--- config.mk ---
export PLATFORM = sky130hd
export DESIGN_NAME = ems_core
export DESIGN_NICKNAME = d
export VERILOG_FILES = /design/src/verilog/ems_pkg.sv /design/src/verilog/ems_core.sv
export SDC_FILE = /design/constraint.sdc
export NUM_CORES = 1
export LEC_CHECK = 0
export ABC_AREA = 1
export BUFFER_PORTS_ARGS = -buffer_cell sky130_fd_sc_hd__buf_4
export CAP_MARGIN = 20
export CELL_PAD_IN_SITES_DETAIL_PLACEMENT = 1
export CELL_PAD_IN_SITES_GLOBAL_PLACEMENT = 2
export CORE_ASPECT_RATIO = 0.7
export CORE_MARGIN = 5
export CORE_UTILIZATION = 25
export DETAILED_ROUTE_END_ITERATION = 16
export PLACE_DENSITY = 0.68
export SLEW_MARGIN = 20
export SYNTH_ARGS = -nofsm -noshare
export SYNTH_HDL_FRONTEND = slang
export SYNTH_SLANG_ARGS = --single-unit
--- constraint.sdc ---
create_clock -name CLK -period 2.7 [get_ports CLK]
set_input_delay 0.135 -clock CLK [delete_from_list [all_inputs] [get_ports CLK]]
set_output_delay 0.135 -clock CLK [all_outputs]
set_load 0.02 [all_outputs]
--- src/verilog/ems_pkg.sv ---
/*
  Constants for the status, interrupt and PHY management block.
  Assumes a 200 MHz system clock and a 32-bit register port.
*/
// Contract
// - Transmit underrun sets flag, CRC corrupted, W1C; the block keeps only a read-clear pending bit
// - Queue pointer write loads start, word aligned
// - Processor-owned descriptor sets no-buffer flag
// - No-buffer flag set on every failed attempt
// - Frame stored flag set, write one clears
// - Receive overrun sets flag, buffer reclaimed
// - Management done pending bit, clear on read
// - Receive complete and underrun pending, read clears
// - Transmit write while slot busy sets overrun
// - Slot free pending clears when queue full
// - Complete, all done, retry limit pending bits
// - Overrun and abort pending bits, read clears
// - Link pin change sets link pending bit
// - Enable register: ones enable, zeros ignored
// - Disable register: ones disable, zeros ignored
// - Mask view reads one when disabled
// - Maintenance write starts 32-bit shift
// - Drive MSB out, sample line into LSB
// - Finish raises done and idle indication
// - Data field holds PHY answer after read
// - Management clock divider 8/16/32/64, reset 32
// - Port disabled releases the MDIO line
// - Busy status one while shifting
package ems_pkg;
  // Register offsets (byte addresses)
  localparam logic [7:0] OFS_RX_QUEUE_POINTER  = 8'h00;
  localparam logic [7:0] OFS_RX_EVENT_FLAGS    = 8'h04;
  localparam logic [7:0] OFS_IRQ_PENDING       = 8'h08;
  localparam logic [7:0] OFS_IRQ_ENABLE_SET    = 8'h0C;
  localparam logic [7:0] OFS_IRQ_ENABLE_CLEAR  = 8'h10;
  localparam logic [7:0] OFS_IRQ_DISABLED_VIEW = 8'h14;
  localparam logic [7:0] OFS_PHY_MGMT_FRAME    = 8'h18;
  localparam logic [7:0] OFS_MGMT_CONTROL      = 8'h1C;
  localparam logic [7:0] OFS_MGMT_STATUS       = 8'h20;
  // Receive flag positions
  localparam int RXF_NO_BUFFER = 0;
  localparam int RXF_STORED    = 1;
  localparam int RXF_OVERRUN   = 2;
  // Pending bit positions
  localparam int IRQ_DONE      = 0;
  localparam int IRQ_RX_COMP   = 1;
  localparam int IRQ_RX_NOBUF  = 2;
  localparam int IRQ_TX_QOVR   = 3;
  localparam int IRQ_TX_UND    = 4;
  localparam int IRQ_RETRY     = 5;
  localparam int IRQ_TX_FREE   = 6;
  localparam int IRQ_TX_COMP   = 7;
  localparam int IRQ_TX_ALL    = 8;
  localparam int IRQ_LINK      = 9;
  localparam int IRQ_RX_OVR    = 10;
  localparam int IRQ_ABORT     = 11;
  localparam int IRQ_COUNT     = 12;
  // Control register fields
  localparam int CTL_PORT_EN   = 0;
  localparam int CTL_DIV_LO    = 1;
  localparam logic [1:0] DIV_RESET = 2'h2;
  localparam logic       CTL_PORT_EN_RESET = 1'b0;
  // All sources start disabled
  localparam logic [11:0] MASK_RESET = 12'hFFF;
  // Frame length and divider widths
  localparam int          FRAME_BITS = 32;
  localparam logic [5:0]  SHIFT_LAST = 6'h1F;
  localparam logic [5:0]  HALF_BASE  = 6'h04;
endpackage : ems_pkg

--- src/verilog/ems_core.sv ---
/*
  Status, interrupt and PHY management logic of a 10/100 MAC.
  Assumes synchronous inputs, one clock, and DMA/transmit event pulses
  from the surrounding MAC; the MDIO wire is resolved outside.
*/
`timescale 1ns/1ps
module ems_core
  import ems_pkg::*;
(
  input  wire logic        CLK,          // System clock, 200 MHz
  input  wire logic        RST,          // Synchronous reset, active high
  input  wire logic [7:0]  ADDR,         // Register byte address
  input  wire logic [31:0] WDATA,        // Write data
  input  wire logic        WR,           // Write strobe
  input  wire logic        RD,           // Read strobe
  output logic      [31:0] RDATA,        // Read data, cycle after strobe
  input  wire logic        TX_UNDERRUN,  // Transmit DMA late pulse
  input  wire logic        RX_DESC_FAIL, // Descriptor owned by processor
  input  wire logic        RX_DESC_OK,   // Descriptor taken, advance
  input  wire logic        RX_STORED,    // Frame written to memory
  input  wire logic        RX_OVERRUN,   // Frame lost to bus trouble
  input  wire logic        TX_WRITE,     // Software wrote tx addr/ctrl
  input  wire logic        TX_SLOT_FREE, // Transmit slot free status
  input  wire logic        TX_DONE,      // One frame sent
  input  wire logic        TX_ALL_DONE,  // Queue drained
  input  wire logic        TX_RETRY,     // Retry limit reached
  input  wire logic        DMA_ABORT,    // DMA transfer aborted
  input  wire logic        LINK,         // Link pin level
  input  wire logic        MDIO_I,       // Management data in
  output logic             MDIO_O,       // Management data out
  output logic             MDIO_OE,      // High while driving MDIO
  output logic             MDC,          // Management clock
  output logic             CRC_CORRUPT,  // Force bad CRC on underrun
  output logic             RX_RECLAIM,   // Give back overrun buffer
  output logic [31:0]      RX_PTR,       // Current buffer pointer
  output logic             IRQ           // Interrupt to processor
);

  // Shifter states, Gray coded
  typedef enum logic [1:0] {
    EMS_IDLE  = 2'b00,
    EMS_SHIFT = 2'b01,
    EMS_DONE  = 2'b11
  } ems_state_type;

  // All state of the block
  typedef struct packed {
    logic [31:0]          qptr;
    logic [2:0]           rxf;
    logic [IRQ_COUNT-1:0] pend;
    logic [IRQ_COUNT-1:0] mask;
    logic [31:0]          shreg;
    logic [5:0]           bitcnt;
    logic [5:0]           divcnt;
    logic                 mdc;
    ems_state_type        st;
    logic                 port_en;
    logic [1:0]           div;
    logic                 link_d;
    logic                 link_seen;
    logic                 slot_d;
    logic [31:0]          rdata;
    logic                 mdo;
    logic                 mdoe;
    logic                 crc_bad;
    logic                 reclaim;
    logic                 irq;
  } ems_state_s_type;

  ems_state_s_type s_reg;  // Registered state
  ems_state_s_type s_next; // Next state

  // Half period of MDC in system clocks for a divider code
  function automatic logic [5:0] half_period(input logic [1:0] code);
    half_period = HALF_BASE << code;
  endfunction : half_period

  logic [31:0] wmask;  // Write-one mask for W1C fields
  logic        edge_en; // One-cycle pulse at each MDC edge
  logic        busy;    // Shifter running
  assign wmask   = WDATA;
  assign busy    = (s_reg.st != EMS_IDLE);
  assign edge_en = (s_reg.divcnt == half_period(s_reg.div) - 6'h01);

  // Next-state logic
  always_comb begin
    logic [IRQ_COUNT-1:0] ev;
    logic                 wr_man;
    ev     = '0;
    s_next = s_reg;
    wr_man = WR && (ADDR == OFS_PHY_MGMT_FRAME);
    s_next.crc_bad = TX_UNDERRUN;
    s_next.reclaim = RX_OVERRUN;

    // Receive queue pointer
    if (WR && ADDR == OFS_RX_QUEUE_POINTER) begin
      s_next.qptr = {WDATA[31:2], 2'b00};
    end else if (RX_DESC_OK) begin
      s_next.qptr = s_reg.qptr + 32'h0000_0008;
    end

    // Receive flags: write-one clear, set wins
    if (WR && ADDR == OFS_RX_EVENT_FLAGS) begin
      s_next.rxf = s_reg.rxf & ~wmask[2:0];
    end
    if (RX_DESC_FAIL) begin
      s_next.rxf[RXF_NO_BUFFER] = 1'b1;
    end
    if (RX_STORED) begin
      s_next.rxf[RXF_STORED] = 1'b1;
    end
    if (RX_OVERRUN) begin
      s_next.rxf[RXF_OVERRUN] = 1'b1;
    end

    // Interrupt events
    s_next.link_d    = LINK;
    s_next.link_seen = 1'b1;
    ev[IRQ_RX_COMP]  = RX_STORED;
    ev[IRQ_TX_UND]   = TX_UNDERRUN;
    ev[IRQ_RX_NOBUF] = RX_DESC_FAIL;
    ev[IRQ_TX_QOVR]  = TX_WRITE && !TX_SLOT_FREE;
    // Slot free raises its bit only on a rising status level
    s_next.slot_d    = TX_SLOT_FREE;
    ev[IRQ_TX_FREE]  = TX_SLOT_FREE && !s_reg.slot_d;
    ev[IRQ_TX_COMP]  = TX_DONE;
    ev[IRQ_TX_ALL]   = TX_ALL_DONE;
    ev[IRQ_RETRY]    = TX_RETRY;
    ev[IRQ_RX_OVR]   = RX_OVERRUN;
    ev[IRQ_ABORT]    = DMA_ABORT;
    ev[IRQ_LINK]     = s_reg.link_seen && (LINK != s_reg.link_d);
    ev[IRQ_DONE]     = (s_reg.st == EMS_DONE);

    // Pending: clear on read, set wins over the clear
    if (RD && ADDR == OFS_IRQ_PENDING) begin
      s_next.pend = '0;
    end
    if (!TX_SLOT_FREE) begin
      s_next.pend[IRQ_TX_FREE] = 1'b0;
    end
    s_next.pend = s_next.pend | ev;

    // Enable and disable writes act on the inverted mask
    if (WR && ADDR == OFS_IRQ_ENABLE_SET) begin
      s_next.mask = s_reg.mask & ~WDATA[IRQ_COUNT-1:0];
    end
    if (WR && ADDR == OFS_IRQ_ENABLE_CLEAR) begin
      s_next.mask = s_reg.mask | WDATA[IRQ_COUNT-1:0];
    end
    s_next.irq = |(s_next.pend & ~s_next.mask);

    // Management control
    if (WR && ADDR == OFS_MGMT_CONTROL) begin
      s_next.port_en = WDATA[CTL_PORT_EN];
      s_next.div     = WDATA[CTL_DIV_LO +: 2];
    end

    // MDC divider, runs only while shifting
    s_next.divcnt = '0;
    s_next.mdc    = 1'b0;
    if (s_reg.st == EMS_SHIFT) begin
      s_next.divcnt = edge_en ? 6'h00 : s_reg.divcnt + 6'h01;
      s_next.mdc    = edge_en ? !s_reg.mdc : s_reg.mdc;
    end

    // Shifter
    unique case (s_reg.st)
      EMS_IDLE: begin
        if (wr_man) begin
          s_next.shreg  = WDATA;
          s_next.bitcnt = '0;
          s_next.st     = EMS_SHIFT;
          s_next.mdo    = WDATA[FRAME_BITS-1];
        end
      end
      EMS_SHIFT: begin
        // Rising MDC: sample line into LSB, then shift out next MSB
        if (edge_en && !s_reg.mdc) begin
          s_next.shreg = {s_reg.shreg[30:0], MDIO_I};
          s_next.mdo   = s_reg.shreg[30];
          if (s_reg.bitcnt == SHIFT_LAST) begin
            s_next.st = EMS_DONE;
          end
          s_next.bitcnt = s_reg.bitcnt + 6'h01;
        end
      end
      EMS_DONE: begin
        s_next.st = EMS_IDLE;
      end
      default: s_next.st = EMS_IDLE;
    endcase
    // Writes while busy fall through untouched
    s_next.mdoe = s_next.port_en && (s_next.st == EMS_SHIFT);

    // Read data
    s_next.rdata = '0;
    if (RD) begin
      unique case (ADDR)
        OFS_RX_QUEUE_POINTER:  s_next.rdata = s_reg.qptr;
        OFS_RX_EVENT_FLAGS:    s_next.rdata = {29'h0, s_reg.rxf};
        OFS_IRQ_PENDING:       s_next.rdata = {20'h0, s_reg.pend};
        OFS_IRQ_DISABLED_VIEW: s_next.rdata = {20'h0, s_reg.mask};
        OFS_PHY_MGMT_FRAME:    s_next.rdata = s_reg.shreg;
        OFS_MGMT_CONTROL:      s_next.rdata = {29'h0, s_reg.div,
                                               s_reg.port_en};
        OFS_MGMT_STATUS:       s_next.rdata = {29'h0, busy, MDIO_I,
                                               LINK};
        default:               s_next.rdata = '0;
      endcase
    end
  end

  // State register
  always_ff @(posedge CLK) begin
    if (RST) begin
      s_reg         <= '0;
      s_reg.mask    <= MASK_RESET;
      s_reg.div     <= DIV_RESET;
      s_reg.port_en <= CTL_PORT_EN_RESET;
      s_reg.st      <= EMS_IDLE;
    end else begin
      s_reg <= s_next;
    end
  end

  // Outputs straight from flip-flops
  assign RDATA       = s_reg.rdata;
  assign MDIO_O      = s_reg.mdo;
  assign MDIO_OE     = s_reg.mdoe;
  assign MDC         = s_reg.mdc;
  assign CRC_CORRUPT = s_reg.crc_bad;
  assign RX_RECLAIM  = s_reg.reclaim;
  assign RX_PTR      = s_reg.qptr;
  assign IRQ         = s_reg.irq;

  // Assertions
  underrun_crc_a: assert property (@(posedge CLK) disable iff (RST)
    TX_UNDERRUN |=> CRC_CORRUPT && s_reg.pend[IRQ_TX_UND])
    else $error("underrun did not corrupt crc");
  qptr_align_a: assert property (@(posedge CLK) disable iff (RST)
    RX_PTR[1:0] == 2'b00)
    else $error("queue pointer not word aligned");
  nobuf_set_a: assert property (@(posedge CLK) disable iff (RST)
    RX_DESC_FAIL |=> s_reg.rxf[RXF_NO_BUFFER]
      && s_reg.pend[IRQ_RX_NOBUF])
    else $error("no-buffer flag missed");
  stored_hold_a: assert property (@(posedge CLK) disable iff (RST)
    s_reg.rxf[RXF_STORED] && !(WR && ADDR == OFS_RX_EVENT_FLAGS)
      |=> s_reg.rxf[RXF_STORED])
    else $error("stored flag dropped");
  irq_out_a: assert property (@(posedge CLK) disable iff (RST)
    IRQ == |(s_reg.pend & ~s_reg.mask))
    else $error("interrupt output wrong");
  enable_set_a: assert property (@(posedge CLK) disable iff (RST)
    WR && ADDR == OFS_IRQ_ENABLE_SET && WDATA[0] |=> !s_reg.mask[0])
    else $error("enable write failed");
  disable_set_a: assert property (@(posedge CLK) disable iff (RST)
    WR && ADDR == OFS_IRQ_ENABLE_CLEAR && WDATA[0] |=> s_reg.mask[0])
    else $error("disable write failed");
  busy_ignore_a: assert property (@(posedge CLK) disable iff (RST)
    busy && s_reg.bitcnt != 6'h00 && WR && ADDR == OFS_PHY_MGMT_FRAME
      |=> s_reg.bitcnt != 6'h00)
    else $error("shifter restarted while busy");
  done_pend_a: assert property (@(posedge CLK) disable iff (RST)
    s_reg.st == EMS_DONE |=> s_reg.pend[IRQ_DONE] && !busy)
    else $error("done not flagged");
  mdio_release_a: assert property (@(posedge CLK) disable iff (RST)
    !s_reg.port_en |-> !MDIO_OE)
    else $error("mdio driven while port disabled");

  frame_cov_c: cover property (@(posedge CLK) s_reg.st == EMS_DONE);
  irq_cov_c:   cover property (@(posedge CLK) IRQ);
  nobuf_cov_c: cover property (@(posedge CLK) RX_DESC_FAIL ##1 RX_DESC_FAIL);
  slot_cov_c:  cover property (@(posedge CLK) s_reg.pend[IRQ_TX_FREE]);
  link_cov_c:  cover property (@(posedge CLK) s_reg.pend[IRQ_LINK]);

  // Overrun gives the buffer back and raises flag and pending bit
  overrun_flag_a: assert property (
    @(posedge CLK) disable iff (RST)
    RX_OVERRUN |=> RX_RECLAIM && s_reg.rxf[RXF_OVERRUN]
      && s_reg.pend[IRQ_RX_OVR])
    else $error("overrun not flagged");

  // A stored frame raises its flag and its pending bit together
  rx_comp_a: assert property (
    @(posedge CLK) disable iff (RST)
    RX_STORED |=> s_reg.rxf[RXF_STORED] && s_reg.pend[IRQ_RX_COMP])
    else $error("receive complete not flagged");

  // Transmit write while the slot is taken is an overrun
  queue_ovr_a: assert property (
    @(posedge CLK) disable iff (RST)
    TX_WRITE && !TX_SLOT_FREE |=> s_reg.pend[IRQ_TX_QOVR])
    else $error("queue overrun not flagged");

  // Slot free pending cannot survive a taken slot
  slot_clear_a: assert property (
    @(posedge CLK) disable iff (RST)
    !TX_SLOT_FREE |=> !s_reg.pend[IRQ_TX_FREE])
    else $error("slot free pending not cleared");

  // Each sent frame raises transmit complete
  tx_comp_a: assert property (
    @(posedge CLK) disable iff (RST)
    TX_DONE |=> s_reg.pend[IRQ_TX_COMP])
    else $error("transmit complete not flagged");

  // A drained queue raises all done
  tx_all_a: assert property (
    @(posedge CLK) disable iff (RST)
    TX_ALL_DONE |=> s_reg.pend[IRQ_TX_ALL])
    else $error("transmit all done not flagged");

  // Exhausted retries raise the retry bit
  retry_pend_a: assert property (
    @(posedge CLK) disable iff (RST)
    TX_RETRY |=> s_reg.pend[IRQ_RETRY])
    else $error("retry limit not flagged");

  // An aborted transfer raises the abort bit
  abort_pend_a: assert property (
    @(posedge CLK) disable iff (RST)
    DMA_ABORT |=> s_reg.pend[IRQ_ABORT])
    else $error("abort not flagged");

  // Any change of the link pin raises the link bit
  link_pend_a: assert property (
    @(posedge CLK) disable iff (RST)
    s_reg.link_seen && LINK != s_reg.link_d |=> s_reg.pend[IRQ_LINK])
    else $error("link change not flagged");

  // A write while idle loads the whole frame and starts shifting
  frame_start_a: assert property (
    @(posedge CLK) disable iff (RST)
    !busy && WR && ADDR == OFS_PHY_MGMT_FRAME
      |=> s_reg.st == EMS_SHIFT && s_reg.shreg == $past(WDATA))
    else $error("frame did not start");

  // While shifting, the line carries the top bit of the shifter
  msb_out_a: assert property (
    @(posedge CLK) disable iff (RST)
    s_reg.st == EMS_SHIFT |-> MDIO_O == s_reg.shreg[31])
    else $error("line not driven from msb");

  // Each rising management clock takes the line into the lsb
  lsb_in_a: assert property (
    @(posedge CLK) disable iff (RST)
    s_reg.st == EMS_SHIFT && edge_en && !s_reg.mdc
      |=> s_reg.shreg[0] == $past(MDIO_I))
    else $error("line not sampled into lsb");

  // Status read shows the shifter busy bit of the strobe cycle
  busy_view_a: assert property (
    @(posedge CLK) disable iff (RST)
    RD && ADDR == OFS_MGMT_STATUS |=> RDATA[2] == $past(busy))
    else $error("busy status wrong");

  // Mask view reads the disabled set, ones meaning off
  mask_view_a: assert property (
    @(posedge CLK) disable iff (RST)
    RD && ADDR == OFS_IRQ_DISABLED_VIEW
      |=> RDATA == {20'h0, $past(s_reg.mask)})
    else $error("mask view wrong");

  // Divider counter never passes the half period of its code
  mdc_rate_a: assert property (
    @(posedge CLK) disable iff (RST)
    s_reg.st == EMS_SHIFT |-> s_reg.divcnt < half_period(s_reg.div))
    else $error("management clock divider overran");

  // Done lasts one cycle and returns the shifter to idle
  done_once_a: assert property (
    @(posedge CLK) disable iff (RST)
    s_reg.st == EMS_DONE |=> s_reg.st == EMS_IDLE)
    else $error("done state stuck");
endmodule : ems_core

==> reports/summary.log <==
[run_status] result of the run complete, no violations
[layout] flip-flop count of the largest register after layout 79
[pwr] total power 4919 uW
[synthesis] biggest area contributors in the synthesized netlist dfxtp_1, nand2_1, inv_1
[pwr] P_sw 1209 uW
[clocking] setup fix buffers added after clock tree synthesis 0
[pwr] Int Pwr 3710 uW
[timing] upper clock frequency limit 423.6 MHz
[clocking] TritonCTS Buffers 17
[critical_path] data arrival at the endpoint of the critical path 2.66 ns
[timing] final critical-path setup slack 0.3394 ns
[clocking] Resize count post-CTS 0
[clocking] buffer depth of the longest clock path 2
[critical_path] critical path data required time 3.00 ns
[critical_path] type of the worst setup path flop to flop
[clocking] clock-pin slew reported for the worst setup and hold paths after clock tree synthesis 0.07 ns
[critical_path] critical-path cell with the highest stage delay nand2_4
[layout] nets@finish 1,223
[timing] final critical delay including setup and external delays 2.361 ns
[synthesis] Post-synth EDFFs 0
[die] die area 0.03378 mm2
[timing] fin. max-slew vios 0
[synthesis] post-synthesis cell count 1,085
[global_route] via count of the first global-routing pass 7,483
[synthesis] cell accounting for the most synthesized area dfxtp_1
[timing] sum of negative setup slack 0 ns
[synthesis] most numerous cell types in the synthesized netlist nand2_1, dfxtp_1, inv_1
[clocking] clock tree from TritonCTS yes
[timing] RSZ-0062 raised after global routing no
[die] Die Ht 155.3 um
[pwr] maximum vdd ir drop 320.2 uV
[critical_path] element type at the critical path end flop
[synthesis] mean instance size in the synthesized netlist 6.947 um2
[synthesis] Synth cell types 37
[timing] share of the cycle needed by the critical path after routing 87.43%
[pwr] leakage power 0.003693 uW
[layout] diodes inserted 0
[detailed_routing] topmost layer with routed signal wires met4
[layout] fillcell total 3,692
[timing] clock skew after layout 0.01248 ns
[clocking] Clk Tree Root Cell clkbuf_16
[detailed_routing] remaining number of nets flagged by the antenna check after routing 0
[placement] Setup Slack @ Placement 0.3469 ns
[detailed_routing] total wire length after detailed routing 29,890 um
[critical_path] cell-by-cell listing of the critical path ha_1, o211ai_1, nor2_1, nand4_1, nand2_1, nand2_4, o21ai_0, a21oi_1
[detailed_routing] number of DRC violations after detailed-routing iteration 0 463
[synthesis] area of the mapped netlist 0.007537 mm2
[detailed_routing] detailed-route vias per instance 4.635
[flow_run] number of max-cap violations 0
[critical_path] highest fanout seen on the critical path 69
[detailed_routing] # DRC 0
[pwr] proportion of power drawn by the clock network 48.5%
[timing] hold violation total from the final report 0
[pwr] logic gate share of total power 6.8%
[critical_path] element type at the critical path start flop
[detailed_routing] M1 wire length 15,800 um
[die] count of pins on the block boundary 127
[synthesis] yosys synthesis warning count 0
[placement] PortBufs 124
[clocking] H-tree depth reported by CTS 4
[synthesis] post-synthesis register bit count 146
[global_route] Remaining Overflow, GRT 0
[detailed_routing] total via count in the routed design 7,356
[timing] worst slew pin tran 0.6929 ns
[global_route] global-route wire length before repair 45,960 um
[clocking] number of sinks on the clock net 146
[global_route] total routing usage reported by global routing 17.72%
[synthesis] dominant cell by count in the synthesized netlist nand2_1
[detailed_routing] detailed-routing iteration count for the pre-antenna-repair pass 5
[die] Floorplan Core Area 0.02991 mm2
[layout] Area Overhead vs Synth 22.89%
[die] starting utilization of the core area 25.20%
[synthesis] post-synth top area share 38.78%
[hold_path] Hold Path Class input port to flop
[detailed_routing] post-detailed-route wirelength per cell 18.83 um
[global_route] number of antenna violations at the first check in global routing 0
[die] standard-cell row count 53
[detailed_routing] met3 wirelength from detailed routing 1703 um
[synthesis] fraction of synthesis flops using an asynchronous set or reset pin 0%
[pwr] Seq pwr share 44.7%
[critical_path] maximum single-stage delay on the critical path 0.46 ns
[synthesis] Seq/Total Area, Yosys 38.78%
[timing] final setup vio count 0
[global_route] maximum number of pins on one net before global-route repair 70
[clocking] clock insertion delay at the later pin of the skew report 0.44 ns
[placement] last weighted congestion value of the routability-driven placer 0.8115
[pwr] Pwr Density 531.1 mW/mm2
[layout] fraction of layout cells with a size suffix above 1 16.60%
[timing] tightest slew margin relative to the limit 53.81%
[pwr] proportion of total power due to net switching 24.58%
[timing] worst hold slack 0.02435 ns
[synthesis] predominant post-synthesis flop cell dfxtp_1
[detailed_routing] wire length on met2 12,140 um
[die] die extent in x 217.5 um
[placement] total half-perimeter wirelength after legalization and detailed placement 22,360 um
-- path summary, 6_finish.rpt --
check	from	end	slack (ns)	cells after the start
max reg2reg	s_reg[46]$_SDFF_PP0_	s_reg[79]$_SDFFE_PP0P_	0.34	8
min	WDATA[12]	RX_PTR[12]$_SDFFE_PP0P_	0.02	3
min reg2reg	s_reg[57]$_SDFFE_PP0P_	s_reg[57]$_SDFFE_PP0P_	0.47	2
max	s_reg[46]$_SDFF_PP0_	s_reg[79]$_SDFFE_PP0P_	0.34	8
-- critical path: cells and delay by family (launching register included) --
family / cells / cell delay [ns]
and+or+nand+nor: 4 / 1.01
AOI/OAI and AO/OA: 3 / 0.57
DFF: 1 / 0.38
adders and majority gates: 1 / 0.24
-- final cells by class --
cell class	instances	area, um2	share of cell area [%]
flip-flops and latches	146	2923	31.55
multi-input cells	680	3358	36.26
inverters	149	559.3	6.038
well taps	412	515.5	5.565
clock inverters	10	110.1	1.189
clock buffers	21	460.4	4.971
repair buffers	169	1336	14.43
-- per-layer routing --
metal | GRT usage, % | vias up
met5 | 0 | -
met4 | 3.308 | 0
met3 | 4.454 | 18
met2 | 25.12 | 154
met1 | 27.13 | 3565
li1 | - | 3619
-- power groups by stage --
stage | registers, uW | clock network [uW] | logic, uW
finish | 2200 | 2390 | 334
floorplan | 2240 | 0 | 144
CTS | 2200 | 2450 | 335
global placement | 2250 | 0 | 308
global route | 2200 | 2530 | 368
detailed placement | 2240 | 0 | 309
-- cells by family after synthesis --
| group | after synthesis | synth area share (%) |
|---|---|---|
| adders and majority gates | 3 | 0.4981 |
| buffers and inverters | 260 | 16.75 |
| xor gates and xnor gates | 24 | 2.789 |
| DFF | 146 | 38.78 |
| other | 1 | 0.04975 |
| AOI/OAI and AO/OA | 245 | 17.71 |
| and+or+nand+nor | 406 | 23.42 |
-- layout by cell type, fill, tap and decap left out, types with 3 or more instances in the layout --
cell type      instances
a21oi_1               92
a221oi_1               3
a31oi_1                9
buf_4                146
clkbuf_16             17
clkinv_2               5
dfxtp_1              146
dlygate4sd3_1         22
ha_1                   3
inv_1                146
inv_2                  3
nand2_1              186
nand2_2                3
nand3_1               83
nand4_1               12
nor2_1                92
nor2_4                 3
nor3_1                16
o211ai_1               3
o21ai_0              100
o22ai_1               32
xor2_1                22
-- through the flow --
stage	area [um2]	instances	util (%)
2_1_floorplan	7541	1086	-
3_3_place_gp	8472	1534	28.33
3_5_place_dp	8472	1534	28.33
4_1_cts	9263	1587	30.97
5_1_grt	9263	1587	30.97
6_report	9263	1587	30.97
-- timing repair --
action / CTS / global route
hold endpoints to repair: 27 / 0
setup endpoints to repair: 0 / 0
hold buffers: 22 / 0
(Power assumes the default switching activity.)
